File: src/pps_pkg.sv
package pps_pkg;

   // ******************************
   // register offsets
   // ******************************
   localparam logic [7:0] OFS_BASIC_STATUS = 8'h02;
   localparam logic [7:0] OFS_IDENT_LOW    = 8'h04;
   localparam logic [7:0] OFS_IDENT_HIGH   = 8'h06;
   localparam logic [7:0] OFS_NEG_ADVERT   = 8'h08;
   localparam logic [7:0] OFS_ALIAS_CTRL   = 8'h12;
   localparam logic [7:0] OFS_ALIAS_STAT   = 8'h14;
   localparam logic [7:0] OFS_IRQ_STATUS   = 8'h16;
   localparam logic [7:0] OFS_IRQ_MASK     = 8'h18;

   // ******************************
   // basic status field positions
   // ******************************
   localparam int POS_T4_ABLE    = 15;
   localparam int POS_100F_ABLE  = 14;
   localparam int POS_100H_ABLE  = 13;
   localparam int POS_10F_ABLE   = 12;
   localparam int POS_10H_ABLE   = 11;
   localparam int POS_NEG_DONE   = 5;
   localparam int POS_NEG_ABLE   = 3;
   localparam int POS_LINK_UP    = 2;
   localparam int POS_EXT_ABLE   = 0;

   // ******************************
   // advertisement field positions
   // ******************************
   localparam int POS_ADV_PAUSE  = 10;
   localparam int POS_ADV_100F   = 8;
   localparam int POS_ADV_10H    = 5;
   localparam int POS_SEL_LSB    = 0;
   localparam int POS_SEL_MSB    = 4;
   localparam logic [4:0] SELECTOR_VAL = 5'h01;

   // ******************************
   // alias bank field positions
   // ******************************
   localparam int POS_ALIAS_DONE = 6;
   localparam int POS_ALIAS_LINK = 5;

   // ******************************
   // interrupt event bits
   // ******************************
   localparam int IRQ_BITS       = 2;
   localparam int IRQ_LINK_CHG   = 0;
   localparam int IRQ_NEG_DONE   = 1;

   // ******************************
   // reset values
   // ******************************
   localparam logic [4:0]          RST_ADV      = 5'h1f;
   localparam logic [IRQ_BITS-1:0] RST_IRQ_MASK = 2'h0;

   // ******************************
   // block state
   // ******************************
   typedef struct packed {
      logic [15:0]         rdata;
      logic [4:0]          adv;      // pause,100f,100h,10f,10h
      logic                link;
      logic                done;
      logic                ext;
      logic [IRQ_BITS-1:0] irq_sts;
      logic [IRQ_BITS-1:0] irq_mask;
      logic                irq;
   } pps_state_t;

endpackage

File: src/pps_regs.sv
`timescale 1ns/1ns
// Notes on behaviour
// - The basic status word is read-only and its bit 15 always reads 0 (no T4).
// - Status bits 14 and 13 read 1 for 100 Mb/s full and half duplex ability.
// - Status bits 12 and 11 read 1 for 10 Mb/s full and half duplex ability.
// - Status bit 5 shows negotiation done, resets 0, and equals bit 6 of the alias status.
// - Status bit 3 reads constant 1 since the port can negotiate.
// - Status bit 2 shows the live link, resets 0, and equals bit 5 of the alias status.
// - Status bit 0 shows extended register ability and resets 0.
// - The identifier is two read-only words, low half at 0x04 and high half at 0x06.
// - Advertisement bit 10 is writable pause ability, resets 1, aliased to control bit 4.
// - Advertisement bits 8 and 7 are writable 100 Mb/s abilities, aliased to bits 3 and 2.
// - Advertisement bits 6 and 5 are writable 10 Mb/s abilities, aliased to bits 1 and 0.
// - Advertisement bits 4 to 0 are a read-only selector fixed at 0x01.
module pps_regs #(
   parameter logic [15:0] IDENT_LOW  = 16'h5a5a,   // arbitrary value
   parameter logic [15:0] IDENT_HIGH = 16'ha5a5    // arbitrary value
) (
   // clock and reset
   input  wire logic        i_clk_sys,
   input  wire logic        i_rst,
   // register port
   input  wire logic [7:0]  i_addr,
   input  wire logic [15:0] i_wdata,
   input  wire logic        i_wr,
   input  wire logic        i_rd,
   output logic      [15:0] o_rdata,
   // transceiver status
   input  wire logic        i_link_up,
   input  wire logic        i_neg_done,
   input  wire logic        i_ext_able,
   // advertisement to transceiver
   output logic      [4:0]  o_adv,
   // interrupt
   output logic             o_irq
);

   pps_pkg::pps_state_t st_r;
   pps_pkg::pps_state_t st_nxt;

   // ******************************
   // read words
   // ******************************
   function automatic logic [15:0] basic_word(input pps_pkg::pps_state_t s);
      logic [15:0] w;
      w = 16'h0000;
      w[pps_pkg::POS_T4_ABLE] = 1'b0;
      w[pps_pkg::POS_100F_ABLE] = 1'b1;
      w[pps_pkg::POS_100H_ABLE] = 1'b1;
      w[pps_pkg::POS_10F_ABLE] = 1'b1;
      w[pps_pkg::POS_10H_ABLE] = 1'b1;
      w[pps_pkg::POS_NEG_DONE] = s.done;
      w[pps_pkg::POS_NEG_ABLE] = 1'b1;
      w[pps_pkg::POS_LINK_UP] = s.link;
      w[pps_pkg::POS_EXT_ABLE] = s.ext;
      return w;
   endfunction

   function automatic logic [15:0] advert_word(input pps_pkg::pps_state_t s);
      logic [15:0] w;
      w = 16'h0000;
      w[pps_pkg::POS_ADV_PAUSE] = s.adv[4];
      w[pps_pkg::POS_ADV_100F -: 4] = s.adv[3:0];
      w[pps_pkg::POS_SEL_MSB:pps_pkg::POS_SEL_LSB] = pps_pkg::SELECTOR_VAL;
      return w;
   endfunction

   // ******************************
   // next state
   // ******************************
   always_comb begin
      logic [pps_pkg::IRQ_BITS-1:0] ev;
      logic                         rd_sts;
      ev = '0;
      rd_sts = 1'b0;
      st_nxt = st_r;
      st_nxt.rdata = 16'h0000;
      st_nxt.link = i_link_up;
      st_nxt.done = i_neg_done;
      st_nxt.ext = i_ext_able;
      ev[pps_pkg::IRQ_LINK_CHG] = i_link_up ^ st_r.link;
      ev[pps_pkg::IRQ_NEG_DONE] = i_neg_done & ~st_r.done;
      if (i_rd) begin
         case (i_addr)
            pps_pkg::OFS_BASIC_STATUS: begin
               st_nxt.rdata = basic_word(st_r);
            end
            pps_pkg::OFS_IDENT_LOW: begin
               st_nxt.rdata = IDENT_LOW;
            end
            pps_pkg::OFS_IDENT_HIGH: begin
               st_nxt.rdata = IDENT_HIGH;
            end
            pps_pkg::OFS_NEG_ADVERT: begin
               st_nxt.rdata = advert_word(st_r);
            end
            pps_pkg::OFS_ALIAS_CTRL: begin
               st_nxt.rdata = {11'h000, st_r.adv};
            end
            pps_pkg::OFS_ALIAS_STAT: begin
               st_nxt.rdata[pps_pkg::POS_ALIAS_DONE] = st_r.done;
               st_nxt.rdata[pps_pkg::POS_ALIAS_LINK] = st_r.link;
            end
            pps_pkg::OFS_IRQ_STATUS: begin
               st_nxt.rdata = {14'h0000, st_r.irq_sts};
               rd_sts = 1'b1;
            end
            pps_pkg::OFS_IRQ_MASK: begin
               st_nxt.rdata = {14'h0000, st_r.irq_mask};
            end
            default: begin
               st_nxt.rdata = 16'h0000;
            end
         endcase
      end
      // a fresh event beats the clear-on-read
      st_nxt.irq_sts = (rd_sts ? '0 : st_r.irq_sts) | ev;
      if (i_wr) begin
         case (i_addr)
            pps_pkg::OFS_NEG_ADVERT: begin
               st_nxt.adv = {i_wdata[pps_pkg::POS_ADV_PAUSE],
                             i_wdata[pps_pkg::POS_ADV_100F -: 4]};
            end
            pps_pkg::OFS_ALIAS_CTRL: begin
               st_nxt.adv = i_wdata[4:0];
            end
            pps_pkg::OFS_IRQ_MASK: begin
               st_nxt.irq_mask = i_wdata[pps_pkg::IRQ_BITS-1:0];
            end
            default: begin
               st_nxt.adv = st_r.adv;
            end
         endcase
      end
      st_nxt.irq = |(st_nxt.irq_sts & st_nxt.irq_mask);
   end

   // ******************************
   // state register
   // ******************************
   always_ff @(posedge i_clk_sys) begin
      if (i_rst) begin
         st_r.rdata <= 16'h0000;
         st_r.adv <= pps_pkg::RST_ADV;
         st_r.link <= 1'b0;
         st_r.done <= 1'b0;
         st_r.ext <= 1'b0;
         st_r.irq_sts <= '0;
         st_r.irq_mask <= pps_pkg::RST_IRQ_MASK;
         st_r.irq <= 1'b0;
      end else begin
         st_r <= st_nxt;
      end
   end

   assign o_rdata = st_r.rdata;
   assign o_adv = st_r.adv;
   assign o_irq = st_r.irq;
endmodule

File: config.mk
export PLATFORM = sky130hd
export DESIGN_NAME = pps_regs
export DESIGN_NICKNAME = d
export VERILOG_FILES = /design/src/pps_pkg.sv /design/src/pps_regs.sv
export SDC_FILE = /design/constraint.sdc
export NUM_CORES = 1
export LEC_CHECK = 0
export ABC_CLOCK_PERIOD_IN_PS = 1610
export BUFFER_PORTS_ARGS = -buffer_cell sky130_fd_sc_hd__buf_2
export CAP_MARGIN = 20
export CORE_ASPECT_RATIO = 1.2
export CORE_MARGIN = 10
export CORE_UTILIZATION = 48
export DETAILED_ROUTE_END_ITERATION = 16
export MAX_ROUTING_LAYER = met4
export PLACE_DENSITY = 0.82
export SYNTH_ARGS = -nofsm -noshare
export SYNTH_HDL_FRONTEND = slang
export SYNTH_SLANG_ARGS = --single-unit
File: constraint.sdc
create_clock -name i_clk_sys -period 1.61 [get_ports i_clk_sys]
set_input_delay 0.0805 -clock i_clk_sys [delete_from_list [all_inputs] [get_ports i_clk_sys]]
set_output_delay 0.0805 -clock i_clk_sys [all_outputs]
set_load 0.03 [all_outputs]
# --- Yosys cells after proc, flatten, opt, wreduce, memory -nomap -nowiden ---
# Index checks and enable logic that the tools add are counted.
word_totals:
  regBits: 29
  inputBits: 31
  output_inout_bits: 22
  elab_cells: 35
classes:
  n_eq_ne: 8
  mux: 9
  bitwise: 6
  n_reduce_logical: 4
ops:
  columns: ["operator", "count"]
  rows:
  - ["$pmux W9 S4", 1]
  - ["$pmux W5 S7", 1]
  - ["$eq A8 B5 Y1 const B", 4]
  - ["$eq A8 B3 Y1 const B", 2]
  - ["$pmux W2 S5", 1]
  - ["$pmux W5 S2", 1]
  - ["$eq A8 B2 Y1 const B", 1]
  - ["$eq A8 B4 Y1 const B", 1]
  - ["$mux W2", 3]
  - ["$reduce_or A2 Y1", 2]
  - ["$and A2 B2 Y2", 1]
  - ["$mux W1", 2]
  - ["$not A1 Y1", 2]
  - ["$or A2 B2 Y2", 1]
  - ["$reduce_and A2 Y1", 1]
  - ["$reduce_bool A2 Y1", 1]
  - ["$and A1 B1 Y1", 1]
  - ["$xor A1 B1 Y1", 1]

# --- Longest topological paths before layout ---
depth:
  word_depth: 7
  ltp_mapped: 5
  ltp_nobuf: 4

# --- Worst setup path after synthesis ---
# OpenSTA, ideal clock, no wires.
synth_path:
  path_kind: "input port to flip-flop"
  from: "input port i_addr[1]"
  to: "register st_r, in the netlist o_irq"
  setup_time_ns: 0.117
  arrival_time_ns: 1.253
  required_time_ns: 1.493
  setup_slack_ns: 0.240
  stages: 5
  path_buffers: 1
  cell_sequence: "buf_2 or4b_4 o31ai_4 a21oi_2 a22o_1"
synth_between:
  elab_chain_cells: 7
  word_cells_on_any_way: 10
  cone_classes: "eq/ne: 2; mux: 5; bitwise: 2; reduce/logical: 1"
synth_lines:
  columns: ["element", "line", "text"]
  rows:
  - ["start, declared", "pps_regs.sv:23", "input wire logic [7:0] i_addr,"]
  - ["$eq A8 B5 Y1", "pps_regs.sv:84", "case (i_addr)"]
  - ["$mux W1", "pps_regs.sv:84", null]
  - ["$mux W1", "pps_regs.sv:83", "if (i_rd) begin"]
  - ["$mux W2", "pps_regs.sv:117", "st_nxt.irq_sts = (rd_sts ? '0 : st_r.irq_sts) | ev;"]
  - ["$or A2 B2 Y2", "pps_regs.sv:117", null]
  - ["$and A2 B2 Y2 (*)", "pps_regs.sv:135", "st_nxt.irq = |(st_nxt.irq_sts & st_nxt.irq_mask);"]
  - ["$reduce_or A2 Y1 (*)", "pps_regs.sv:135", null]
  - ["end signal, assigned", "pps_regs.sv:152", "st_r <= st_nxt;"]
  - ["end, declared", "pps_regs.sv:38", "pps_pkg::pps_state_t st_r;"]
# Every way passes the cells marked *; elsewhere a longest branch is shown, timed or not.
# A chain may end at the register's enable or synchronous reset.

# --- Worst setup path in the final report ---
layout_path:
  from: "input port i_addr[2]"
  to: "register st_r, in the netlist o_adv[3]"
layout_between:
  elab_chain_cells: 3
  word_cells_on_any_way: 5
  cone_classes: "eq/ne: 2; mux: 1; reduce/logical: 2"
layout_lines:
  columns: ["element", "line", "text"]
  rows:
  - ["$eq A8 B5 Y1 or $eq A8 B4 Y1 (tied branches)", "pps_regs.sv:119", "case (i_addr)"]
  - ["$reduce_bool A2 Y1 (no source line)", null, null]
  - ["$reduce_and A2 Y1 (no source line)", null, null]
# Several ways; a longest one is shown, not always the timed one.

==> results.yml <==
power_and_ir_drop:
  p_switching_w: 0.0002791
  p_seq_share_pct: 60.9
  clkPwrFrac_pct: 25.6
  power_density_nw_per_um2: 708.7
  peakVddDrop_mv: 0.4624
  p_int_w: 0.0008453
  p_leak_nw: 0.6856
  p_comb_share_pct: 13.5
  swShare_pct: 24.82
worst_hold_path:
  hp-class: "in -> reg"
floorplan:
  io_pins: 53
  rows: 21
  dieArea_sq_um: 5511
  core_area_sq_um: 2811
  dieWidth_microns: 69.46
  die-height_microns: 79.35
  start_util_pct: 50.11
setup_path:
  crit_path_max_incr_delay_ps: 490
  slowest_stage: "nor4b_4"
  crit_fanout: 13
  endpoint_kind: "register"
  critical_path_required_ps: 1800
  path_class: "in -> reg"
  path_cells: "buf_2 -> nor4b_4 -> mux2i_2 -> o21ai_0 -> o311ai_1"
  start_kind: "input port"
  arrival_ps: 1410
  reg2reg_slack_ps: 510
global_routing:
  grt_pass1_wl_microns: 5526
  grt_max_degree: 15
  grt_overflow: 0
  grt_use_total_pct: 11.95
  grt_pass1_vias: 1210
  antenna_found_initial: 0
timing:
  rsz0062_at_grt: "no"
  tightestPinTransition_ps: 576.1
  relSlewSlack_pct: 61.49
  fin_hold_ws_ps: -4.872
  finalCritPeriodShare_pct: 75.43
  setup_viol: 0
  fin_tns_setup_ps: 0
  timing_hold_violations_final: 3
  finClkSkew_ps: 0.8450
  fmax_ghz: 0.8235
  min_period_ps: 1214
  slew_viol_final: 0
drt:
  wl_per_cell_microns: 15.65
  vias_per_cell: 5.613
  finalWirelength_microns: 3396
  drt_pre_antenna_iters: 6
  first_iter_violations: 53
  drcViolationCount: 0
  antenna_left: 0
  vias: 1218
placed_design:
  dp_cells: 211
  place.gp.congestion: 0.9279
  io_buffers: 46
  dpl-instance-area_sq_um: 1540
  dp_hpwl_microns: 2690
synth:
  yosysTopAreaCellShare_pct: 38.37
  yosysWarnings: 0
  syn-num-nets: 181
  ys.flop_type: "dfxtp_1"
  synth_area_per_cell_sq_um: 9.392
  synthTopCellsByArea: "dfxtp_1 38%, buf_4 11%, mux2i_1 4.3%, o311ai_1 3.1%, nand2_1 2.9%"
  syn_area_sq_um: 1409
  postSynthCellCount: 150
  synth_cell_types: 41
  yosys.area.top_type: "dfxtp_1"
  ys_ff_latch: 27
  synth_edf_count: 0
  yosysSeqAreaShare_pct: 38.37
  async_reset_ff_share_pct: 0
clock_tree:
  numCtsBuffers: 3
  htree_levels: 1
  clock_path_buffers: 2
  cts.sinks: 27
  post_cts.repair.setup_buffers: 0
  cts_tree: "built"
  cts_root_buf: "clkbuf_4"
  insertion_delay_ps: 320
  path_clk_slew_ps: 140
finish:
  n_fill_cell: 256
  drive_above_1_share_pct: 37.16
  utilization_pct: 56.43
  postLayoutCellArea_sq_um: 1587
  n_antenna_cell: 0
  syn2layout_area_growth_pct: 12.61
  layout.nets: 215
  instances_no_fill: 217
run_status:
  violations: "negative hold slack"
  run_status: "finished with violations"
job:
  maxCapViolCount: 0
==> final cells by class <==
class | instances | area (sq um) | area share [%]
clock buffers | 4 | 26.28 | 1.656
inverters | 5 | 18.77 | 1.183
multi-input cells | 92 | 655.6 | 41.32
flip-flops and latches | 27 | 540.5 | 34.07
well taps | 34 | 42.54 | 2.681
repair buffers | 55 | 302.8 | 19.09
==> worst max-delay path, delay by kind of cell <==
kind / cells / cell delay [ps]
and+or+nand+nor: 1 / 490
AOI/OAI and AO/OA: 2 / 400
buffers and inverters: 1 / 190
muxes: 1 / 240
==> cells by family (layout without fill, tap and decap cells) <==
family / count (synthesis) / in the layout / share of synthesized area (%)
muxes: 8 / 8 / 6.039
and+or+nand+nor: 47 / 47 / 21.31
xor gates and xnor gates: 1 / 1 / 0.6218
buffers and inverters: 31 / 64 / 15.10
AOI/OAI and AO/OA: 36 / 36 / 18.56
DFF: 27 / 27 / 38.37
==> cell usage after synthesis, types with 2 or more instances <==
| cell | number |
|---|---|
| dfxtp_1 | 27 |
| buf_4 | 21 |
| nand2_1 | 11 |
| a21oi_1 | 8 |
| nor2_1 | 8 |
| o21ai_0 | 8 |
| mux2i_1 | 6 |
| inv_1 | 5 |
| o311ai_1 | 5 |
| nand4_1 | 4 |
| nor2b_1 | 4 |
| and2_1 | 3 |
| nand3_1 | 3 |
| nor3_1 | 3 |
| a21o_1 | 2 |
| a21oi_2 | 2 |
| a22o_1 | 2 |
| buf_2 | 2 |
| buf_6 | 2 |
| nor3b_1 | 2 |
| nor4b_2 | 2 |
==> power by group through the flow <==
stage                     clock [W]  combinational, W  sequential (W)
after floorplan                   0         0.0000928        0.000696
after global placement            0          0.000141        0.000699
after detailed placement          0          0.000146        0.000699
after CTS                  0.000279          0.000151        0.000684
after global routing       0.000304          0.000167        0.000686
final                      0.000287          0.000152        0.000685
==> timing repair <==
item                      CTS  global route
hold buffers                2             0
gates resized for setup     0             0
hold endpoints to repair    2             0
==> sequential cells by signal, summed over array words and instances, names as in the netlist <==
name and cells:
o_adv 5, o_rdata 14, o_irq 1, st_r 7
==> placed cells by master (no fill, tap or decap), types with 5 or more instances in the layout <==
cell	n
dfxtp_1	27
mux2i_1	6
buf_2	46
nand2_1	11
o311ai_1	5
a21oi_1	8
nor2_1	8
inv_1	5
buf_4	7
o21ai_0	8
==> final timing paths <==
| kind | startpoint | end | cells after the start |
|---|---|---|---|
| max | i_addr[2] | o_adv[3]$_SDFFE_PP1P_ | 5 |
| min | i_link_up | st_r[7]$_SDFF_PP0_ | 2 |
| max reg2reg | o_adv[1]$_SDFFE_PP1P_ | o_rdata[1]$_SDFF_PP0_ | 3 |
| min reg2reg | st_r[2]$_SDFF_PP0_ | st_r[2]$_SDFF_PP0_ | 2 |
==> metal layers <==
metal  vias to the layer above  track usage (%)  part of all wire (%)
li1                        584                -                     -
met1                       560            12.16                    39
met2                        66            21.79                    52
met3                         8            2.985                   7.9
met4                         0            4.234                   1.1
met5                         -                -                     0
==> per-stage QoR <==
step / worst slack (ps) / total power [W]
2_1_floorplan: 239.9 / 0.0007892
3_3_place_gp: 112.8 / 0.0008398
3_5_place_dp: 90.58 / 0.0008452
4_1_cts: 421.5 / 0.001114
5_1_grt: 255.3 / 0.001157
6_report: 395.7 / 0.001124
(Power assumes the default switching activity.)
